===== src/inc/ies_consts.svh =====
// Constants for the interrupt entry sequencer
// Overview of operation
// - Reset and every source own a vector
// - Take only with source and global enable
// - Lowest vector address wins, reset first
// - Vector select bit moves table to boot
// - Boot fuse moves reset vector to boot
// - Boot lock bits may suppress by location
// - Entry clears global enable; software re-enables
// - Return: four cycles, pop, stack+2, enable
// - Vectoring clears flag-type source flag
// - Writing one clears flag, zero keeps
// - Flag set and held while source disabled
// - Flags pending under global disable serve later
// - Level sources request only while present
// - One instruction runs after return first
// - Status byte never saved nor restored
// - Clear-enable instruction blocks immediately
// - Instruction after set-enable runs first
// - Entry four cycles, pushes counter, vectors
// - Multi-cycle instruction finishes before entry
// - Wake from sleep adds four cycles
// - Program counter fifteen bits, 32K words
// - Entry push decrements stack by two
`ifndef IES_CONSTS_SVH
`define IES_CONSTS_SVH

`define IES_NUM_SRC 8
`define IES_IDX_W 3
`define IES_PC_W 15
`define IES_SP_W 16
`define IES_ADDR_W 5

`define IES_RESET_VEC 15'h0000
`define IES_VEC_STRIDE 15'h0002
`define IES_BOOT_BASE_RST 15'h7000
`define IES_SP_RST 16'h0000
`define IES_SP_STEP 16'h0002
`define IES_LEVEL_SRC 8'h80

`define IES_OFF_CTRL 5'h00
`define IES_OFF_ENABLE 5'h04
`define IES_OFF_FLAGS 5'h08
`define IES_OFF_SP 5'h0c
`define IES_OFF_BOOT_BASE 5'h10
`define IES_OFF_STATUS 5'h14

`define IES_CTRL_GIE 0
`define IES_CTRL_VSEL 1

`define IES_ST_PEND_LSB 0
`define IES_ST_IDX_LSB 8
`define IES_ST_BUSY 12
`define IES_ST_LOCK 13
`define IES_ST_FUSE 14
`define IES_ST_WAKE 15
`define IES_ST_STATE_LSB 16

`define IES_ENTRY_CYC 4
`define IES_RET_CYC 4
`define IES_SLEEP_EXTRA_CYC 3'h4

`endif


===== src/inc/ies_pkg.sv =====
// Types shared by the interrupt entry sequencer
package ies_pkg;
  typedef logic [14:0] ies_pc_t;
  typedef enum logic [3:0] {
    IES_IDLE,
    IES_WAKE,
    IES_WAKE_X,
    IES_ENTRY1,
    IES_ENTRY2,
    IES_ENTRY3,
    IES_ENTRY4,
    IES_RET1,
    IES_RET2,
    IES_RET3,
    IES_RET4
  } ies_state_t;
endpackage

===== src/design/ies_interrupt_entry_sequencer.sv =====
// Interrupt and reset entry sequencer with Avalon-MM register slave
//
// Added by the designer: the address map and the Avalon-MM register port.
`timescale 1ns/1ps
`include "ies_consts.svh"

module ies_interrupt_entry_sequencer (
  // Clock and reset
  input wire logic clk,
  input wire logic rst,
  // Avalon-MM register slave
  input wire logic [`IES_ADDR_W-1:0] avs_address,
  input wire logic avs_read,
  input wire logic avs_write,
  input wire logic [3:0] avs_byteenable,
  input wire logic [31:0] avs_writedata,
  output logic [31:0] avs_readdata,
  output logic avs_waitrequest,
  // Interrupt sources
  input wire logic [`IES_NUM_SRC-1:0] src_event,
  input wire logic [`IES_NUM_SRC-1:0] src_level,
  // Fuse and lock pins
  input wire logic reset_vector_boot_fuse,
  input wire logic app_boot_lock_bit_a,
  input wire logic boot_lock_bit_b,
  // Pipeline handshake
  input wire logic instr_boundary,
  input wire ies_pkg::ies_pc_t instr_next_pc,
  input wire logic op_cli,
  input wire logic op_sei,
  input wire logic op_return_from_handler,
  input wire logic sleeping,
  input wire logic wake_done,
  // Pipeline control
  output logic irq_stall,
  output logic pc_load,
  output ies_pkg::ies_pc_t pc_load_addr,
  output ies_pkg::ies_pc_t reset_pc,
  output logic global_enable,
  output logic wake_req,
  output logic irq_taken,
  output logic [`IES_IDX_W-1:0] irq_taken_idx,
  // Stack memory port
  output logic mem_we,
  output logic mem_re,
  output logic [`IES_SP_W-1:0] mem_addr,
  output logic [7:0] mem_wdata,
  input wire logic [7:0] mem_rdata
);
  import ies_pkg::*;

  // Lowest index wins; result is {valid, index}
  function automatic logic [`IES_IDX_W:0] pick(input logic [`IES_NUM_SRC-1:0] req);
    logic [`IES_IDX_W:0] r;
    r = '0;
    for (int i = `IES_NUM_SRC - 1; i >= 0; i--)
    begin
      if (req[i])
      begin
        r = {1'b1, i[`IES_IDX_W-1:0]};
      end
    end
    return r;
  endfunction

  // Source i sits one stride above the previous vector; reset holds slot zero
  function automatic ies_pc_t vec_addr(input logic [`IES_IDX_W-1:0] idx, input ies_pc_t base);
    ies_pc_t slot;
    slot = {{(`IES_PC_W-`IES_IDX_W){1'b0}}, idx} + 15'h0001;
    return base + slot * `IES_VEC_STRIDE;
  endfunction

  // Byte-lane merge for registers up to 16 bits
  function automatic logic [15:0] lane_merge(input logic [15:0] old, input logic [15:0] data,
                                             input logic [1:0] be);
    logic [15:0] r;
    r = old;
    if (be[0])
    begin
      r[7:0] = data[7:0];
    end
    if (be[1])
    begin
      r[15:8] = data[15:8];
    end
    return r;
  endfunction

  // Pin synchronisers; stage one feeds stage two only
  logic [2:0] pin_meta;
  logic [2:0] pin_sync;
  logic fuse_s;
  logic lock_a_s;
  logic lock_b_s;

  // Register state
  logic vsel;
  logic [`IES_NUM_SRC-1:0] enable;
  logic [`IES_NUM_SRC-1:0] flags;
  logic [`IES_SP_W-1:0] sp;
  ies_pc_t boot_base;

  // Sequencer state
  ies_state_t state;
  ies_state_t next_state;
  logic [2:0] wake_cnt;
  logic [`IES_IDX_W-1:0] win_idx;
  ies_pc_t ret_pc;
  logic [6:0] pop_hi;

  // Combinational terms
  logic bus_wr;
  logic [`IES_NUM_SRC-1:0] flag_type;
  logic [`IES_NUM_SRC-1:0] pending;
  logic [`IES_NUM_SRC-1:0] requests;
  logic [`IES_NUM_SRC-1:0] hw_clr;
  logic [`IES_NUM_SRC-1:0] sw_clr;
  logic [`IES_IDX_W:0] win;
  logic req_any;
  logic in_boot;
  logic lock_block;
  logic can_take;
  logic take_now;
  logic sleep_wake;
  logic wake_enter;
  logic enter_now;
  ies_pc_t ret_src;
  ies_pc_t vec_base;
  logic [31:0] read_mux;

  always_ff @(posedge clk or posedge rst)
  begin
    if (rst)
    begin
      pin_meta <= 3'h0;
      pin_sync <= 3'h0;
    end
    else
    begin
      pin_meta <= {boot_lock_bit_b, app_boot_lock_bit_a, reset_vector_boot_fuse};
      pin_sync <= pin_meta;
    end
  end

  assign fuse_s = pin_sync[0];
  assign lock_a_s = pin_sync[1];
  assign lock_b_s = pin_sync[2];

  // Pending and request resolution
  assign flag_type = ~`IES_LEVEL_SRC;
  assign pending = (flags & flag_type) | (src_level & `IES_LEVEL_SRC);
  assign requests = pending & enable;
  assign win = pick(requests);
  assign req_any = win[`IES_IDX_W];
  assign in_boot = instr_next_pc >= boot_base;
  // Lock bit A mutes all sources for boot vectors while app code runs; lock bit B for app vectors while boot code runs
  assign lock_block = (lock_a_s && vsel && !in_boot) || (lock_b_s && !vsel && in_boot);
  assign can_take = global_enable && !op_cli && req_any && !lock_block;
  // Only at a boundary, so a multi-cycle instruction always completes first
  assign take_now = (state == IES_IDLE) && instr_boundary && !sleeping && can_take;
  assign sleep_wake = (state == IES_IDLE) && sleeping && can_take;
  assign wake_enter = (state == IES_WAKE_X) && (wake_cnt == 3'h1) && global_enable && req_any && !lock_block;
  assign enter_now = take_now || wake_enter;
  assign ret_src = (state == IES_IDLE) ? instr_next_pc : ret_pc;
  assign vec_base = vsel ? boot_base : `IES_RESET_VEC;
  assign bus_wr = avs_write && !avs_waitrequest;
  assign sw_clr = (bus_wr && (avs_address == `IES_OFF_FLAGS) && avs_byteenable[0]) ?
                  avs_writedata[`IES_NUM_SRC-1:0] : '0;
  assign hw_clr = enter_now ? (flag_type & (`IES_NUM_SRC'(1) << win[`IES_IDX_W-1:0])) : '0;

  always_comb
  begin
    next_state = state;
    case (state)
      IES_IDLE:
      begin
        if (take_now)
        begin
          next_state = IES_ENTRY1;
        end
        else if (sleep_wake)
        begin
          next_state = IES_WAKE;
        end
        else if (op_return_from_handler && instr_boundary)
        begin
          next_state = IES_RET1;
        end
      end
      IES_WAKE:
      begin
        if (wake_done)
        begin
          next_state = IES_WAKE_X;
        end
      end
      IES_WAKE_X:
      begin
        if (wake_cnt == 3'h1)
        begin
          next_state = wake_enter ? IES_ENTRY1 : IES_IDLE;
        end
      end
      IES_ENTRY1: next_state = IES_ENTRY2;
      IES_ENTRY2: next_state = IES_ENTRY3;
      IES_ENTRY3: next_state = IES_ENTRY4;
      IES_ENTRY4: next_state = IES_IDLE;
      IES_RET1: next_state = IES_RET2;
      IES_RET2: next_state = IES_RET3;
      IES_RET3: next_state = IES_RET4;
      IES_RET4: next_state = IES_IDLE;
      default: next_state = IES_IDLE;
    endcase
  end

  always_ff @(posedge clk or posedge rst)
  begin
    if (rst)
    begin
      state <= IES_IDLE;
    end
    else
    begin
      state <= next_state;
    end
  end

  // Extra wake-up cycles run only after the sleep start-up has ended
  always_ff @(posedge clk or posedge rst)
  begin
    if (rst)
    begin
      wake_cnt <= 3'h0;
    end
    else if (state == IES_WAKE && wake_done)
    begin
      wake_cnt <= `IES_SLEEP_EXTRA_CYC;
    end
    else if (wake_cnt != 3'h0)
    begin
      wake_cnt <= wake_cnt - 3'h1;
    end
  end

  // Winner and return address are frozen at entry so late requests cannot redirect it
  always_ff @(posedge clk or posedge rst)
  begin
    if (rst)
    begin
      win_idx <= '0;
      ret_pc <= `IES_RESET_VEC;
    end
    else
    begin
      if (enter_now)
      begin
        win_idx <= win[`IES_IDX_W-1:0];
      end
      if (state == IES_IDLE && (take_now || sleep_wake))
      begin
        ret_pc <= instr_next_pc;
      end
    end
  end

  // Flags: a new event beats any clear in the same cycle
  generate
    for (genvar i = 0; i < `IES_NUM_SRC; i++)
    begin : g_flag
      always_ff @(posedge clk or posedge rst)
      begin
        if (rst)
        begin
          flags[i] <= 1'b0;
        end
        else if (flag_type[i])
        begin
          flags[i] <= src_event[i] || (flags[i] && !hw_clr[i] && !sw_clr[i]);
        end
        else
        begin
          flags[i] <= 1'b0;
        end
      end
    end
  endgenerate

  // Global enable; the status byte around it is never saved here
  always_ff @(posedge clk or posedge rst)
  begin
    if (rst)
    begin
      global_enable <= 1'b0;
    end
    else if (enter_now)
    begin
      global_enable <= 1'b0;
    end
    else if (op_cli)
    begin
      global_enable <= 1'b0;
    end
    else if (state == IES_RET4)
    begin
      global_enable <= 1'b1;
    end
    else if (op_sei)
    begin
      global_enable <= 1'b1;
    end
    else if (bus_wr && avs_address == `IES_OFF_CTRL && avs_byteenable[0])
    begin
      global_enable <= avs_writedata[`IES_CTRL_GIE];
    end
  end

  // Software registers
  always_ff @(posedge clk or posedge rst)
  begin
    if (rst)
    begin
      vsel <= 1'b0;
      enable <= '0;
      boot_base <= `IES_BOOT_BASE_RST;
    end
    else if (bus_wr && avs_byteenable[0])
    begin
      if (avs_address == `IES_OFF_CTRL)
      begin
        vsel <= avs_writedata[`IES_CTRL_VSEL];
      end
      else if (avs_address == `IES_OFF_ENABLE)
      begin
        enable <= avs_writedata[`IES_NUM_SRC-1:0];
      end
      else if (avs_address == `IES_OFF_BOOT_BASE)
      begin
        boot_base <= ies_pc_t'(lane_merge({1'b0, boot_base}, avs_writedata[15:0], avs_byteenable[1:0]));
      end
    end
    else if (bus_wr && avs_byteenable[1] && avs_address == `IES_OFF_BOOT_BASE)
    begin
      boot_base <= ies_pc_t'(lane_merge({1'b0, boot_base}, avs_writedata[15:0], avs_byteenable[1:0]));
    end
  end

  // Stack pointer: hardware moves win over a software write in the same cycle
  always_ff @(posedge clk or posedge rst)
  begin
    if (rst)
    begin
      sp <= `IES_SP_RST;
    end
    else if (state == IES_ENTRY2)
    begin
      sp <= sp - `IES_SP_STEP;
    end
    else if (state == IES_RET2)
    begin
      sp <= sp + `IES_SP_STEP;
    end
    else if (bus_wr && avs_address == `IES_OFF_SP)
    begin
      sp <= lane_merge(sp, avs_writedata[15:0], avs_byteenable[1:0]);
    end
  end

  // Stack memory strobes; low byte at the higher address, high byte below it
  always_ff @(posedge clk or posedge rst)
  begin
    if (rst)
    begin
      mem_we <= 1'b0;
      mem_re <= 1'b0;
      mem_addr <= '0;
      mem_wdata <= 8'h00;
    end
    else
    begin
      mem_we <= (next_state == IES_ENTRY1) || (next_state == IES_ENTRY2);
      mem_re <= (next_state == IES_RET1) || (next_state == IES_RET2);
      mem_wdata <= 8'h00;
      mem_addr <= sp;
      if (next_state == IES_ENTRY1)
      begin
        mem_wdata <= ret_src[7:0];
      end
      else if (next_state == IES_ENTRY2)
      begin
        mem_addr <= sp - 16'h0001;
        mem_wdata <= {1'b0, ret_pc[14:8]};
      end
      else if (next_state == IES_RET1)
      begin
        mem_addr <= sp + 16'h0001;
      end
      else if (next_state == IES_RET2)
      begin
        mem_addr <= sp + `IES_SP_STEP;
      end
    end
  end

  // Read data returns one cycle after each read strobe
  always_ff @(posedge clk or posedge rst)
  begin
    if (rst)
    begin
      pop_hi <= 7'h00;
    end
    else if (state == IES_RET2)
    begin
      pop_hi <= mem_rdata[6:0];
    end
  end

  // Pipeline control
  always_ff @(posedge clk or posedge rst)
  begin
    if (rst)
    begin
      irq_stall <= 1'b0;
      pc_load <= 1'b0;
      pc_load_addr <= `IES_RESET_VEC;
      wake_req <= 1'b0;
      irq_taken <= 1'b0;
      irq_taken_idx <= '0;
    end
    else
    begin
      irq_stall <= next_state != IES_IDLE;
      pc_load <= (next_state == IES_ENTRY4) || (next_state == IES_RET4);
      if (next_state == IES_ENTRY4)
      begin
        pc_load_addr <= vec_addr(win_idx, vec_base);
      end
      else if (next_state == IES_RET4)
      begin
        pc_load_addr <= {pop_hi, mem_rdata};
      end
      wake_req <= next_state == IES_WAKE;
      irq_taken <= enter_now;
      if (enter_now)
      begin
        irq_taken_idx <= win[`IES_IDX_W-1:0];
      end
    end
  end

  // Reset vector follows the synchronised fuse after release
  always_ff @(posedge clk or posedge rst)
  begin
    if (rst)
    begin
      reset_pc <= `IES_RESET_VEC;
    end
    else
    begin
      reset_pc <= fuse_s ? boot_base : `IES_RESET_VEC;
    end
  end

  // Register read decode
  always_comb
  begin
    read_mux = 32'h0000_0000;
    if (avs_address == `IES_OFF_CTRL)
    begin
      read_mux[`IES_CTRL_GIE] = global_enable;
      read_mux[`IES_CTRL_VSEL] = vsel;
    end
    else if (avs_address == `IES_OFF_ENABLE)
    begin
      read_mux[`IES_NUM_SRC-1:0] = enable;
    end
    else if (avs_address == `IES_OFF_FLAGS)
    begin
      read_mux[`IES_NUM_SRC-1:0] = flags;
    end
    else if (avs_address == `IES_OFF_SP)
    begin
      read_mux[15:0] = sp;
    end
    else if (avs_address == `IES_OFF_BOOT_BASE)
    begin
      read_mux[`IES_PC_W-1:0] = boot_base;
    end
    else if (avs_address == `IES_OFF_STATUS)
    begin
      read_mux[`IES_ST_PEND_LSB +: `IES_NUM_SRC] = requests;
      read_mux[`IES_ST_IDX_LSB +: `IES_IDX_W] = win_idx;
      read_mux[`IES_ST_BUSY] = state != IES_IDLE;
      read_mux[`IES_ST_LOCK] = lock_block;
      read_mux[`IES_ST_FUSE] = fuse_s;
      read_mux[`IES_ST_WAKE] = wake_req;
      read_mux[`IES_ST_STATE_LSB +: 4] = state;
    end
  end

  // One wait cycle per access keeps decode off the bus path
  always_ff @(posedge clk or posedge rst)
  begin
    if (rst)
    begin
      avs_waitrequest <= 1'b1;
      avs_readdata <= 32'h0000_0000;
    end
    else
    begin
      avs_waitrequest <= !((avs_read || avs_write) && avs_waitrequest);
      if (avs_read && avs_waitrequest)
      begin
        avs_readdata <= read_mux;
      end
    end
  end

endmodule


===== config.mk =====
export PLATFORM = sky130hd
export DESIGN_NAME = ies_interrupt_entry_sequencer
export DESIGN_NICKNAME = d
export VERILOG_FILES = /design/src/inc/ies_pkg.sv /design/src/design/ies_interrupt_entry_sequencer.sv
export VERILOG_INCLUDE_DIRS = /design/src /design/src/inc
export SDC_FILE = /design/constraint.sdc
export NUM_CORES = 1
export LEC_CHECK = 0
export BUFFER_PORTS_ARGS = -buffer_cell sky130_fd_sc_hd__buf_4
export CAP_MARGIN = 5
export CORE_MARGIN = 2
export CORE_UTILIZATION = 35
export DETAILED_ROUTE_END_ITERATION = 10
export PLACE_DENSITY_LB_ADDON = 0.1
export SLEW_MARGIN = 20
export SYNTH_ARGS = -nofsm -noshare
export SYNTH_HDL_FRONTEND = slang
export SYNTH_SLANG_ARGS = --single-unit

===== constraint.sdc =====
create_clock -name clk -period 6.38 [get_ports clk]
set_input_delay 0.319 -clock clk [delete_from_list [all_inputs] [get_ports clk]]
set_output_delay 0.319 -clock clk [all_outputs]
set_load 0.1 [all_outputs]

==> results of run 1 <==
## state kept, by name (all words and copies together) (netlist names), 3 cells and up
signal / cells
avs_readdata: 20
mem_addr: 16
sp: 16
boot_base: 15
pc_load_addr: 15
reset_pc: 15
ret_pc: 15
enable: 8
mem_wdata: 8
flags: 7
pop_hi: 7
state: 4
irq_taken_idx: 3
pin_meta: 3
pin_sync: 3
wake_cnt: 3
## worst min path at each step
stage / start / to / slack (ps) / depth (start not counted)
after floorplan: pin_meta[0] / pin_sync[0] / 330 / 0
after global placement: pin_meta[2] / pin_sync[2] / 330 / 0
after detailed placement: pin_meta[0] / pin_sync[0] / 340 / 0
after CTS: avs_read / avs_waitrequest / 40 / 2
after global routing: avs_read / avs_waitrequest / 50 / 2
final: rst / pc_load_addr[9] / 10 / 2
## cell usage in the layout (no fill, tap or decap), types with 17 or more instances in the layout
| cell type | count |
|---|---|
| a22oi_1 | 22 |
| a21oi_1 | 43 |
| o21ai_0 | 86 |
| nor3_1 | 17 |
| and2_1 | 21 |
| nor2_1 | 50 |
| nand3_1 | 31 |
| dfrtp_1 | 163 |
| mux2_2 | 31 |
| xnor2_1 | 27 |
| clkbuf_16 | 17 |
| buf_4 | 158 |
| nand2_1 | 122 |
| ha_1 | 28 |
| inv_1 | 26 |
| mux2i_1 | 17 |
## cell type report
| cell class | count | area [µm²] |
|---|---|---|
| timing repair buffer | 161 | 1220 |
| inverter | 28 | 110 |
| fill | 2536 | 14200 |
| sequential | 167 | 4180 |
| multi-input combinational | 687 | 4410 |
| clock buffer | 18 | 439 |
| tap | 330 | 413 |
| clock inverter | 14 | 166 |
## per-stage QoR
step	utilization [%]	worst slack, ps	cell area (µm²)	cells	hold slack [ps]
final	43.4	2500	10900	1405	14.7
after global routing	43.4	2120	10900	1405	49.7
after CTS	43.4	2490	10900	1405	35.4
after detailed placement	40.9	2510	10300	1370	340
after global placement	40.9	2520	10300	1370	332
after floorplan	-	1550	8990	945	331
## metal layers
metal	part of all wire, %	global-route usage, %
met2	46	33.1
met5	0	0
met3	5.5	3.11
met4	1.6	5.82
met1	47	31.5
## logic make-up after synthesis
kind of cell    after synthesis  synth area share (%)
compound gates              245                  17.7
xor+xnor                     38                  3.72
fa+ha+maj                    29                  4.14
buf+inv                      91                  4.64
flops                       167                  46.7
mux                          48                  5.80
other cells                   1                0.0419
simple gates                315                  17.3
## power groups by stage
stage / Clock (mW) / Combinational, mW / Sequential (mW)
3_5_place_dp: 0 / 2.22 / 1.66
3_3_place_gp: 0 / 2.21 / 1.67
2_1_floorplan: 0 / 0.991 / 2.33
6_report: 1.07 / 2.22 / 1.65
5_1_grt: 1.14 / 2.37 / 1.69
4_1_cts: 1.10 / 2.23 / 1.64
## worst max-delay path: stages (launching register included)
cell and delay [ps]:
dfrtp_1 610, nor4_4 980, and2b_1 270, nand3b_1 100
a21oi_1 170, nand3_1 640, a31oi_1 630, nand4_1 150
a31o_1 220
==> qor.yml, run 1 <==
sta:
  fin_crit_ps: 3880
  fmax_mhz: 258
  tightest_slew_ps: 1050
  skew_ps: 7.66
  tns_ps: 0
  hold_viol: 0
  period_share_pct: 60.8
  slew_headroom_pct: 29.6
  finalSetupViolations: 0
  slew_violations: 0
  rsz0062_at_grt: "no"
synth:
  syn_area_per_cell_um2: 9.58
  synth-edff-count: 0
  ys_warn_count: 0
  ys_types: 81
  yosys-top-cells-count: "dfrtp_1, nand2_1, o21ai_0"
  synth_area_leaders: "dfrtp_1, nand2_1, o21ai_0"
  synth_top_area_cell: "dfrtp_1"
  synth-seq-cells: 167
  syn_area_um2: 8950
  syn_inst: 934
  synth_most_common_cell: "dfrtp_1"
  synth-seq-area-share_pct: 46.7
  synth_top_area_share_pct: 45.6
  async_reset_ff_share_pct: 100
  synth_flop_cell: "dfrtp_1"
hold_path:
  hp-class: "input port to asynchronous set/reset pin"
grt:
  track_usage_pct: 21.5
  overflow: 0
  grt_max_degree: 95
  antenna_found_initial: 0
  grt_pass1_wl_um: 43300
  grt_pass1_vias: 7197
pwr:
  power_frac_seq_pct: 33.3
  p_sw_share_pct: 48.7
  p_sw_mw: 2.41
  p_leak_nw: 4.97
  p_int_mw: 2.54
  power.total_mw: 4.94
  p_clk_share_pct: 21.7
  p_per_area_nw_per_um2: 452
  max-vdd-ir-drop_v: 0.000261
  combPwrFrac_pct: 44.9
clock_tree:
  cts_tree: "done"
  cts-root-buf: "clkbuf_16"
  holdBufCountCts: 3
  clock_sinks: 167
  ctsResizeCount: 0
  cts_setup_buffers: 0
  ctsHtreeMaxLevel: 4
  worstSkewPairLatency_ps: 440
  cts_made_buffers: 17
  cts_buffer_depth: 2
  cts.reportedPaths.clkPinSlew_ps: 70
drt:
  vias_per_cell: 5.40
  routedWlPerCell_um: 20.1
  ant_nets: 0
  drc: 0
  dr_total_vias: 7582
  drt_iter0_markers: 681
  routed_wl_um: 28300
  drtPass1Iterations: 6
floorplanning:
  rows: 58
  die-area_um2: 26900
  core-area_um2: 25200
  io_pins: 190
  fp.dieH_um: 164
  die_width_um: 164
  start_util_pct: 35.6
finish:
  nets: 1184
  drive_above_1_share_pct: 22.7
  area_growth_pct: 22.2
  diodes: 0
worst_setup_path:
  r2r_end: "flags[3]"
  critPathMaxFanout: 18
  cp-endpoint: "flags[3]"
  reg2reg_depth: 8
  r2r_setup_slack_ps: 2500
  start_kind: "register"
  worstSetupStartpoint: "state[1]"
  end_kind: "register"
  arrival_ps: 4210
  crit_required_ps: 6710
  setup.worst_path.class: "register to register"
  rr_startpoint: "state[1]"
placed_design:
  routabilityCongestion: 0.846
  port_buffers: 151
  dp.final_hpwl_um: 21400
flow_run:
  maxCapViolCount: 0
outcome:
  status: "finished, final reports clean"
No activity file was read; power rests on OpenSTA's default activity.
==> run 2, diff against run 1 <==
- ABC_AREA: not set -> 1
- clock period: 6.38 -> 3.34 ns (I/O delays scaled with it)
==> run 2 against run 1 <==
Synthesized cell count rose by 41%. Critical path depth rose by 7. Clock power rose by 81%. Non-clock buffer count rose by 40. Setup slack got worse by 1900 ps. Combinational power rose by 150%. Global-route usage rose by 1.2 points.
==> qor.yml, run 2 <==
floorplanning:
  core-area_um2: 27800
  rows: 61
  die-area_um2: 29600
  die_width_um: 172
  start_util_pct: 35.5
  fp.dieH_um: 172
  io_pins: 190
worst_setup_path:
  setup.worst_path.class: "register to register"
  worstSetupStartpoint: "boot_base[5]"
  r2r_end: "ret_pc[14]"
  cp-endpoint: "ret_pc[14]"
  crit_required_ps: 3660
  start_kind: "register"
  end_kind: "register"
  r2r_setup_slack_ps: 620
  arrival_ps: 3050
  critPathMaxFanout: 31
  rr_startpoint: "boot_base[5]"
  reg2reg_depth: 15
grt:
  track_usage_pct: 22.7
  antenna_found_initial: 0
  grt_max_degree: 43
  overflow: 0
  grt_pass1_vias: 8820
  grt_pass1_wl_um: 50500
sta:
  slew_headroom_pct: 48.2
  fmax_mhz: 367
  fin_crit_ps: 2720
  tightest_slew_ps: 775
  finalSetupViolations: 0
  hold_viol: 0
  period_share_pct: 81.5
  rsz0062_at_grt: "no"
  tns_ps: 0
  slew_violations: 0
  skew_ps: 16.1
drt:
  vias_per_cell: 4.91
  dr_total_vias: 9203
  drt_iter0_markers: 635
  drtPass1Iterations: 5
  ant_nets: 0
  routed_wl_um: 32600
  routedWlPerCell_um: 17.4
  drc: 0
synth:
  async_reset_ff_share_pct: 100
  synth-seq-area-share_pct: 42.4
  syn_area_um2: 9870
  synth_area_leaders: "dfrtp_1, nand2_1, o21ai_0"
  synth_flop_cell: "dfrtp_1"
  ys_types: 55
  syn_inst: 1315
  synth-seq-cells: 167
  synth_most_common_cell: "nand2_1"
  synth-edff-count: 0
  ys_warn_count: 0
  synth_top_area_cell: "dfrtp_1"
  yosys-top-cells-count: "nand2_1, dfrtp_1, inv_1"
  synth_top_area_share_pct: 41.3
  syn_area_per_cell_um2: 7.51
clock_tree:
  worstSkewPairLatency_ps: 440
  cts_made_buffers: 17
  ctsHtreeMaxLevel: 4
  cts_buffer_depth: 2
  cts.reportedPaths.clkPinSlew_ps: 70
  clock_sinks: 167
  cts_setup_buffers: 0
  cts-root-buf: "clkbuf_16"
  cts_tree: "done"
pwr:
  max-vdd-ir-drop_v: 0.000495
  p_per_area_nw_per_um2: 856
  p_leak_nw: 6.19
  power.total_mw: 10.5
finish:
  layout_commonest_cell: "nand2_1"
  largest_reg_flops: 20
  drive_above_1_share_pct: 17.6
  largest_register: "avs_readdata"
  fillerInstances: 2895
  final_cell_mix: "nand2_1, buf_4, dfrtp_1"
  nets: 1607
  fin_area_um2: 12200
  top_regs: "avs_readdata: 20 flops, mem_addr: 16 flops, sp: 16 flops"
  diodes: 0
  area_growth_pct: 23.8
hold_path:
  hp-class: "input port to register"
flow_run:
  maxCapViolCount: 0
placed_design:
  routabilityCongestion: 0.909
  dp.final_hpwl_um: 25000
  placed_area_um2: 11400
  port_buffers: 151
outcome:
  status: "finished, final reports clean"
[run 2: kinds of logic after synthesis]
group	after synthesis	share of synthesized area, %
XOR/XNOR	46	4.16
other	1	0.0380
flip-flops	167	42.4
AND/OR/NAND/NOR	580	25.0
adder cells (fa/ha/maj)	29	3.75
AO/OA/AOI/OAI	256	14.5
buffers and inverters	236	10.1
[run 2: critical path, stage by stage (launching register included)]
cell	delay, ps
dfrtp_1	460
inv_1	280
ha_1	290
nand2_1	70
inv_1	40
a21oi_1	130
nand2_1	80
nand2_1	90
nand3_1	70
nand2_1	70
nand2_2	140
o211ai_4	110
buf_4	390
inv_2	220
nand2_1	100
o21ai_1	60
[run 2: final cells by class]
class / count / area [µm²] / share of cell area, %
Clock buffer: 19 / 443 / 3.63
Clock inverter: 13 / 113 / 0.922
Inverter: 175 / 661 / 5.41
Multi-Input combinational cell: 923 / 4730 / 38.7
Sequential cell: 167 / 4180 / 34.2
Tap cell: 378 / 473 / 3.87
Timing Repair Buffer: 201 / 1610 / 13.2
[run 2: routing by layer]
layer	vias to the layer above	GRT usage, %	wire length [µm]
met1	4317	32.7	15800
met2	324	35.6	14600
met3	31	3.16	1750
met4	0	6.14	480
met5	-	0	0
li1	4531	-	-
[run 2: power by group]
group / switching, mW / leakage, nW / internal (mW)
clock: 0.942 / 0.269 / 0.996
sequential: 0.484 / 2.07 / 2.57
combinational: 4.10 / 3.84 / 1.36
[run 2: how the worst min path moves through the flow]
stage / startpoint / end / slack (ps) / depth (start not counted)
final: avs_writedata[1] / flags[1] / 10 / 4
after global routing: avs_writedata[1] / flags[1] / 20 / 4
after CTS: avs_writedata[2] / flags[2] / 5 / 4
after detailed placement: boot_lock_bit_b / pin_meta[2] / 280 / 1
after global placement: reset_vector_boot_fuse / pin_meta[0] / 280 / 1
after floorplan: reset_vector_boot_fuse / pin_meta[0] / 200 / 0
[run 2: metrics by stage]
step	utilization (%)	worst slack [ps]	instances	hold WS, ps
2_1_floorplan	-	552	1326	198
3_3_place_gp	40.9	651	1816	277
3_5_place_dp	40.9	627	1816	278
4_1_cts	43.9	621	1875	4.75
5_1_grt	44.0	365	1876	16.0
6_report	44.0	617	1876	10.8
[run 2: repair_timing]
action,in CTS,in global routing
resized for setup,0,0
hold buffers,27,0
endpoints found under the hold margin,59,0
